### src/dca_pkg.sv
// =====================================================================
// shared constants of the diskette adapter control port
// =====================================================================
package dca_pkg;

    // =================================================================
    // i/o addresses decoded on the bus (10-bit i/o space)
    // =================================================================
    localparam int ADDR_W = 10;
    localparam logic [9:0] ADDR_DRIVE_CONTROL_LATCH = 10'h3f2;
    localparam logic [9:0] ADDR_DISK_CTRL_MAIN_STATUS = 10'h3f4;
    localparam logic [9:0] ADDR_DISK_CTRL_DATA_PORT = 10'h3f5;

    // =================================================================
    // drive control latch layout
    // =================================================================
    localparam int DATA_W = 8;
    localparam logic [7:0] LATCH_RESET = 8'h00;
    localparam int LATCH_SEL_LSB = 0;
    localparam int LATCH_SEL_MSB = 1;
    localparam int LATCH_CORE_RUN = 2;
    localparam int LATCH_REQ_ENABLE = 3;
    localparam int LATCH_MOTOR_A = 4;
    localparam int LATCH_MOTOR_B = 5;

    // =================================================================
    // drive codes in latch bits 1:0
    // =================================================================
    localparam logic [1:0] DRIVE_A_CODE = 2'h0;
    localparam logic [1:0] DRIVE_B_CODE = 2'h1;

    // =================================================================
    // controller core register select (a0 line)
    // =================================================================
    localparam logic CORE_SEL_STATUS = 1'h0;
    localparam logic CORE_SEL_DATA = 1'h1;

    // number of commands the core understands
    localparam int CORE_COMMAND_COUNT = 15;

endpackage : dca_pkg

### src/dca_drv_if.sv
`timescale 1ns/10ps
// =====================================================================
// per-drive link between latch logic and select gate
// =====================================================================
interface dca_drv_if;
    logic [1:0] sel_code; // drive code from latch bits 1:0
    logic motor_on;       // motor bit of this drive
    logic select;         // gated select back to the top

    // latch side drives code and motor, reads select
    modport ctl (output sel_code, output motor_on, input select);
    // gate side turns code and motor into a select
    modport gate (input sel_code, input motor_on, output select);
endinterface : dca_drv_if

### src/dca_drive_gate.sv
`timescale 1ns/10ps
// =====================================================================
// select gate for one drive, one instance per drive
// =====================================================================
module dca_drive_gate #(
    parameter logic [1:0] DRIVE_CODE = dca_pkg::DRIVE_A_CODE
) (
    dca_drv_if.gate drv
);
    // a drive is picked only if its code matches and its motor runs;
    // this keeps a stopped drive from ever seeing a select line
    assign drv.select = drv.motor_on && (drv.sel_code == DRIVE_CODE);
endmodule : dca_drive_gate

### src/dca_port.sv
`timescale 1ns/10ps
// Behaviour
// RQ1 - write-only 8-bit drive control latch at 3f2
// RQ2 - i/o reset clears every latch bit
// RQ3 - bits 1:0 pick drive, only with motor on
// RQ4 - latch bit 2 low holds core in reset
// RQ5 - bit 3 gates core interrupt and dma requests
// RQ6 - bits 4 and 5 drive motors a and b
// RQ7 - core main status readable at 3f4 anytime
// RQ8 - core data port stack mapped at 3f5
// RQ9 - commands run command, execution, result phases
// RQ10 - core executes fifteen multi-byte commands
// RQ11 - latch loads on write strobe, never read
module dca_port (
    input wire logic ref_clk,
    input wire logic rst,
    // i/o bus side, same clock as ref_clk
    input wire logic [9:0] io_addr,
    input wire logic io_rd,
    input wire logic io_wr,
    input wire logic [7:0] io_wdata,
    output logic [7:0] io_rdata,
    output logic io_rdata_oe,
    output logic io_irq,
    output logic io_irq_oe,
    output logic io_drq,
    output logic io_drq_oe,
    // controller core side
    input wire logic core_int,
    input wire logic core_drq,
    input wire logic [7:0] core_rdata,
    output logic core_reset,
    output logic core_rd,
    output logic core_wr,
    output logic core_a0,
    output logic [7:0] core_wdata,
    // diskette drive cable side
    output logic motor_a,
    output logic motor_b,
    output logic drive_a_sel,
    output logic drive_b_sel
);
    // =================================================================
    // state
    // =================================================================
    logic [7:0] latch_r;      // drive control latch
    logic [7:0] io_rdata_r;   // read data toward the bus
    logic io_rdata_oe_r;      // bus data driver enable
    logic io_irq_r;           // gated interrupt request
    logic io_irq_oe_r;        // interrupt driver enable
    logic io_drq_r;           // gated dma request
    logic io_drq_oe_r;        // dma driver enable
    logic core_reset_r;       // reset into the core
    logic core_rd_r;          // read strobe into the core
    logic core_wr_r;          // write strobe into the core
    logic core_a0_r;          // status or data select
    logic [7:0] core_wdata_r; // write data into the core
    logic motor_a_r;          // motor enable drive a
    logic motor_b_r;          // motor enable drive b
    logic drive_a_sel_r;      // select drive a
    logic drive_b_sel_r;      // select drive b

    // address hits
    logic hit_latch;
    logic hit_status;
    logic hit_data;
    logic hit_core;

    assign hit_latch = (io_addr == dca_pkg::ADDR_DRIVE_CONTROL_LATCH);
    assign hit_status = (io_addr == dca_pkg::ADDR_DISK_CTRL_MAIN_STATUS);
    assign hit_data = (io_addr == dca_pkg::ADDR_DISK_CTRL_DATA_PORT);
    assign hit_core = hit_status || hit_data;

    // =================================================================
    // drive control latch
    // =================================================================
    // RQ1 RQ11 latch write
    // the latch has no read path: software must keep its own copy
    always_ff @(posedge ref_clk)
    begin
        // RQ2 reset clears latch
        if (rst)
        begin
            latch_r <= dca_pkg::LATCH_RESET;
        end
        else if (io_wr && hit_latch)
        begin
            latch_r <= io_wdata;
        end
    end

    // =================================================================
    // per-drive select gates
    // =================================================================
    dca_drv_if drv_a ();
    dca_drv_if drv_b ();

    // RQ3 drive code decode
    assign drv_a.sel_code =
        latch_r[dca_pkg::LATCH_SEL_MSB:dca_pkg::LATCH_SEL_LSB];
    assign drv_b.sel_code =
        latch_r[dca_pkg::LATCH_SEL_MSB:dca_pkg::LATCH_SEL_LSB];
    assign drv_a.motor_on = latch_r[dca_pkg::LATCH_MOTOR_A];
    assign drv_b.motor_on = latch_r[dca_pkg::LATCH_MOTOR_B];

    dca_drive_gate #(.DRIVE_CODE(dca_pkg::DRIVE_A_CODE)) u_gate_a (
        .drv(drv_a)
    );
    dca_drive_gate #(.DRIVE_CODE(dca_pkg::DRIVE_B_CODE)) u_gate_b (
        .drv(drv_b)
    );

    // =================================================================
    // drive cable outputs
    // =================================================================
    // RQ6 motor enables and select blocking
    always_ff @(posedge ref_clk)
    begin
        if (rst)
        begin
            motor_a_r <= 1'b0;
            motor_b_r <= 1'b0;
            drive_a_sel_r <= 1'b0;
            drive_b_sel_r <= 1'b0;
        end
        else
        begin
            motor_a_r <= latch_r[dca_pkg::LATCH_MOTOR_A];
            motor_b_r <= latch_r[dca_pkg::LATCH_MOTOR_B];
            drive_a_sel_r <= drv_a.select;
            drive_b_sel_r <= drv_b.select;
        end
    end

    // =================================================================
    // core reset and request gating
    // =================================================================
    // RQ4 core held in reset
    // reset is also asserted during bus reset by rst itself, and stays on after it since the latch clears
    always_ff @(posedge ref_clk)
    begin
        if (rst)
        begin
            core_reset_r <= 1'b1;
        end
        else
        begin
            core_reset_r <= !latch_r[dca_pkg::LATCH_CORE_RUN];
        end
    end

    // RQ5 gate requests onto bus
    // drivers release the lines so another adapter may share the level
    always_ff @(posedge ref_clk)
    begin
        if (rst)
        begin
            io_irq_r <= 1'b0;
            io_drq_r <= 1'b0;
            io_irq_oe_r <= 1'b0;
            io_drq_oe_r <= 1'b0;
        end
        else
        begin
            io_irq_oe_r <= latch_r[dca_pkg::LATCH_REQ_ENABLE];
            io_drq_oe_r <= latch_r[dca_pkg::LATCH_REQ_ENABLE];
            io_irq_r <= core_int && latch_r[dca_pkg::LATCH_REQ_ENABLE];
            io_drq_r <= core_drq && latch_r[dca_pkg::LATCH_REQ_ENABLE];
        end
    end

    // =================================================================
    // controller core register access
    // =================================================================
    // RQ8 data port pass-through
    // the core sequences its three phases and its fifteen commands
    // (RQ9 RQ10); this port only moves bytes, one per strobe
    always_ff @(posedge ref_clk)
    begin
        if (rst)
        begin
            core_rd_r <= 1'b0;
            core_wr_r <= 1'b0;
            core_a0_r <= dca_pkg::CORE_SEL_STATUS;
            core_wdata_r <= 8'h00;
        end
        else
        begin
            // RQ7 status read-only
            core_rd_r <= io_rd && hit_core;
            core_wr_r <= io_wr && hit_data;
            if (hit_core)
            begin
                core_a0_r <= hit_data ? dca_pkg::CORE_SEL_DATA
                                      : dca_pkg::CORE_SEL_STATUS;
            end
            if (io_wr && hit_data)
            begin
                core_wdata_r <= io_wdata;
            end
        end
    end

    // RQ11 no bus drive for latch
    // read data is captured from the core one cycle after its strobe
    always_ff @(posedge ref_clk)
    begin
        if (rst)
        begin
            io_rdata_r <= 8'h00;
            io_rdata_oe_r <= 1'b0;
        end
        else
        begin
            io_rdata_oe_r <= core_rd_r;
            if (core_rd_r)
            begin
                io_rdata_r <= core_rdata;
            end
        end
    end

    // =================================================================
    // outputs
    // =================================================================
    assign io_rdata = io_rdata_r;
    assign io_rdata_oe = io_rdata_oe_r;
    assign io_irq = io_irq_r;
    assign io_irq_oe = io_irq_oe_r;
    assign io_drq = io_drq_r;
    assign io_drq_oe = io_drq_oe_r;
    assign core_reset = core_reset_r;
    assign core_rd = core_rd_r;
    assign core_wr = core_wr_r;
    assign core_a0 = core_a0_r;
    assign core_wdata = core_wdata_r;
    assign motor_a = motor_a_r;
    assign motor_b = motor_b_r;
    assign drive_a_sel = drive_a_sel_r;
    assign drive_b_sel = drive_b_sel_r;
endmodule : dca_port

### config.mk
export PLATFORM = sky130hd
export DESIGN_NAME = dca_port
export DESIGN_NICKNAME = d
export VERILOG_FILES = /design/src/dca_pkg.sv /design/src/dca_drv_if.sv /design/src/dca_drive_gate.sv /design/src/dca_port.sv
export SDC_FILE = /design/constraint.sdc
export NUM_CORES = 1
export LEC_CHECK = 0
export ABC_AREA = 1
export BUFFER_PORTS_ARGS = -buffer_cell sky130_fd_sc_hd__buf_4
export CAP_MARGIN = 20
export CELL_PAD_IN_SITES_DETAIL_PLACEMENT = 0
export CELL_PAD_IN_SITES_GLOBAL_PLACEMENT = 2
export CORE_UTILIZATION = 23
export DETAILED_ROUTE_END_ITERATION = 8
export PLACE_DENSITY_LB_ADDON = 0.1
export SYNTH_ARGS = -nofsm -noshare
export SYNTH_HDL_FRONTEND = slang
export SYNTH_SLANG_ARGS = --single-unit
### constraint.sdc
create_clock -name ref_clk -period 1.2 [get_ports ref_clk]
set_clock_uncertainty 0.15 [all_clocks]
set_input_delay 0.06 -clock ref_clk [delete_from_list [all_inputs] [get_ports ref_clk]]
set_output_delay 0.06 -clock ref_clk [all_outputs]
set_load 0.01 [all_outputs]
# Word-level counts from Yosys, hierarchy flattened
# Cells that the tools add are included.
# classes
mul	0
div_mod_pow	0
n_addsub	0
bitwise_logic	0
n_mux	1
magnitude_cmp	0
reduce_logical	10
n_shift	0
eq_ne	4
# ops
op	count
== test 10 bit (second input constant)	3
logical AND 1 bit	7
== test 2 x 1 -> 1 bit (second input constant)	1
logical NOT 2 bit	1
logical NOT 1 bit	1
logical OR 1 bit	1
2-to-1 mux 1 bit	1
# word_totals
latch_bits	0
ram_bits	0
memories	0
output_inout_bits	29
mem_bits_ro	0
input_bits	32
reg_bits	34
wordCells	30

# Longest topological paths before layout
# logic_depth
word_depth	3
mapped_depth	8
ltp_nobuf	7

# By module
# A second synthesis with hierarchy kept.
# unflattened
hier_cells	175
area_unflattened_um2	1281.2
# by_module_without_submodules
mod	seq_area_each_um2	cells_per_inst	n_inst	area_per_inst_um2
dca_port	680.7	170	1	1257.5
dca_drive_gate at u_gate_a	0.0	3	1	13.8
dca_drive_gate at u_gate_b	0.0	2	1	10.0

# Least setup slack after synthesis
# No wires, ideal clock.
# synth_path
path_kind	register -> register
start	register core_rd_r (netlist: core_rd)
end	register io_rdata_r[5] (netlist: io_rdata[5])
path_stages_with_launch	4
arrival_time_ns	0.852
slack_ns	0.083
t_required_ns	0.934
path_buffers	0
period_less_slack_ns	1.117
setup_ns	0.116
path_cell_list	dfxtp_1 clkinv_1 nor2_1 nor2_1
# synth_lines
element	line_no	text
from (decl)	dca_port.sv:54	logic core_rd_r;
from (signal assigned)	dca_port.sv:190	core_rd_r <= io_rd && hit_core;
to (signal assigned)	dca_port.sv:218	io_rdata_r <= core_rdata;
to (decl)	dca_port.sv:47	logic [7:0] io_rdata_r;

==> results by group <==
Timing
  • Setup-failing EPs final: 0
  • Max Fclk: 893 MHz
  • Final TNS setup: 0 ns
  • RSZ-0062 raised after global routing: no
  • Relative slew slack: 82.4%
  • Fin crit share: 93.3%
  • Slew @ Worst Pin: 0.262 ns
  • Max Transition Viols Final: 0
  • Fin crit period: 1.12 ns
  • Final Hold Vio Count: 0

Logic synthesis
  • Post-synth net total: 200
  • Post-synthesis simple-gate area fraction: 33.9%
  • Post-Syn Instances: 168
  • Synthesized flop and latch total: 34
  • Top post-synthesis cells by area: dfxtp_1, nor2_1, nand2_1
  • Synth top area share: 54.2%
  • Average cell area after synthesis: 7.47 sq um
  • Synth Area in Adders: 0%
  • Largest family of logic cells by synthesized area: simple AND/OR/NAND/NOR gates
  • XOR/XNOR Fraction of Synth Area: 0%
  • Largest area contributor in the netlist: dfxtp_1
  • Seq/Total Area, Yosys: 54.2%
  • Synth Area in Compound Gates: 3.59%
  • Synth warnings: 0
  • Yosys cell types: 18
  • Netlist Area Pre-Place: 0.00125 sq mm
  • Mux share of post-synthesis cell area: 0%

Placement
  • Placed cell areas: 0.00181 sq mm
  • Placed wire-length estimate: 2210 microns
  • RePlAce Congestion: 0.686
  • Port Buffers: 60

Critical path
  • Worst-path fanout max: 12
  • Crit Path Class: in2reg
  • CP Cell Sequence: dlygate4sd3_1 > buf_6 > clkinvlp_4 > buf_12 > o21ai_0 > nor2_1
  • CP Capture Type: register
  • Startpoint types: primary input
  • Slowest CP cell: dlygate4sd3_1
  • Worst endpoint required time: 1.22 ns
  • Critical Path AT: 1.14 ns
  • Largest incremental delay on the critical path: 0.54 ns

Floorplan
  • Ports: 61
  • Initial Util: 24.3%
  • Core area: 0.00517 sq mm
  • Die H: 75.9 microns
  • Die footprint: 0.00576 sq mm
  • Die width: 75.9 microns
  • Row Count: 26

Drt
  • Vias/cell: 3.90
  • Met1 wire length: 1510 microns
  • Uppermost layer routed: met4
  • Via count: 1288
  • Met3 wire len: 201 microns
  • Total Wirelength: 3250 microns
  • WL/cell: 9.85 microns
  • 1st-iter DRT viols: 27
  • DR WL met2: 1490 microns
  • DR pass1 iterations: 4
  • DRC: 0
  • ANT nets after route: 0

Final layout
  • Fin area: 0.00219 sq mm
  • NumNets Final: 291
  • Ant diodes: 0
  • Layout Area Growth over Synthesis: 74.3%
  • Share of cells above drive strength 1: 31.5%

Global routing
  • Initial antenna violation count: 0
  • First-pass GRT wire length: 5180 microns
  • GRT Residual Overflow: 0
  • Largest net degree at the start of global routing: 25
  • GRT Total Usage: 12.2%
  • Vias in the first global route: 1173

Pwr
  • Peak VDD IR: 455 uV
  • P per Cell Area: 1000 mW/mm^2
  • Pleak: 1.11 nW

CTS
  • CTS buffer count: 5
  • Clock Tree Buf Depth: 2
  • CTS tree: yes
  • CTS clk-pin slew, worst paths: 0.07 ns
  • H-tree Lvls: 2
  • CTS root buf: clkbuf_8
  • Clock latency at the later pin of the worst-skew pair: 0.28 ns
  • Sinks on Clock Net: 34

Flow run
  • Maxcap violations: 0

Run status
  • Status: completed

Min path
  • Hold Path Class: in2reg
==> cell usage after synthesis <==
library cell  count
nand4_4           1
nand3_1           1
buf_4             1
nand3b_1          1
nor2_4            1
clkbuf_1          2
nor4_1            2
nand2_1          38
o21ai_0           8
nor2_2            1
nor2_1           55
clkinv_1          1
inv_1            17
buf_2             2
nand4_2           1
dfxtp_1          34
buf_6             1
a21oi_1           1
==> layout make-up <==
type / instances / area, sq um
inverter: 18 / 71.3
clock inverter: 1 / 5.00
fill: 541 / 2990
multi-input combinational: 110 / 479
sequential: 34 / 681
timing repair buffer: 90 / 777
clock buffer: 7 / 86.3
tap: 70 / 87.6
==> layer usage <==
layer | vias to the layer above | track usage [%]
met5 | - | 0
met4 | 0 | 5.97
met3 | 6 | 4.23
met2 | 40 | 19.2
met1 | 561 | 14.8
li1 | 681 | -
==> per-stage QoR <==
step / hold slack (ns) / cells / power, mW / worst slack [ns] / utilization [%]
after global placement: 0.131 / 296 / 1.28 / 0.0386 / 35.0
after detailed placement: 0.135 / 296 / 1.29 / 0.0119 / 35.0
after floorplan: 0.0307 / 168 / 1.19 / 0.0826 / -
final: 0.0611 / 330 / 2.20 / 0.0802 / 42.3
after global routing: 0.0796 / 330 / 2.31 / 0.00970 / 42.3
after CTS: 0.0640 / 326 / 2.21 / 0.0197 / 41.0
==> cells in the final DEF (no fill, tap or decap), types with 2 or more instances in the layout <==
cell type      netlist  final
clkbuf_8             0      6
nor2_1              55     54
o21ai_0              8      8
buf_4                1     64
dfxtp_1             34     34
inv_1               17     16
buf_12               0      2
nand2_1             38     38
nor2_2               1      2
dlygate4sd3_1        0     22
==> worst max-delay path, delay by kind of cell <==
kind	cells	cell delay, ns
buf+inv	4	0.95
compound gates	1	0.07
simple gates	1	0.06
==> path summary, 6_finish.rpt <==
check,start,slack [ns],depth (start not counted),to
max,rst,0.08,6,io_rdata[6]$_SDFFE_PP0P_
min,io_addr[6],0.06,5,core_a0$_SDFFE_PP0P_
max reg2reg,core_rd$_SDFF_PP0_,0.14,3,io_rdata[5]$_SDFFE_PP0P_
min reg2reg,latch_r[2]$_SDFFE_PP0P_,0.24,1,core_reset$_SDFF_PP1_
==> logic make-up after synthesis <==
family / count (synthesis)
buffers and inverters: 24
DFF: 34
and+or+nand+nor: 101
AOI/OAI and AO/OA: 9
==> repair_timing <==
| action | 4_1_cts | 5_1_grt |
|---|---|---|
| hold endpoints to repair | 33 | 0 |
| hold buffers | 22 | 0 |
| gates resized for setup | 0 | 4 |
| buffers inserted | 0 | 3 |
| endpoints found under the setup margin | 0 | 10 |
==> where the power goes <==
part,total (mW),internal [mW],switching [mW]
Sequential,1.13,1.13,0.000328
Clock,0.857,0.463,0.394
Combinational,0.210,0.140,0.0692
Total,2.20,1.73,0.464
No activity file was read; power rests on OpenSTA's default activity.
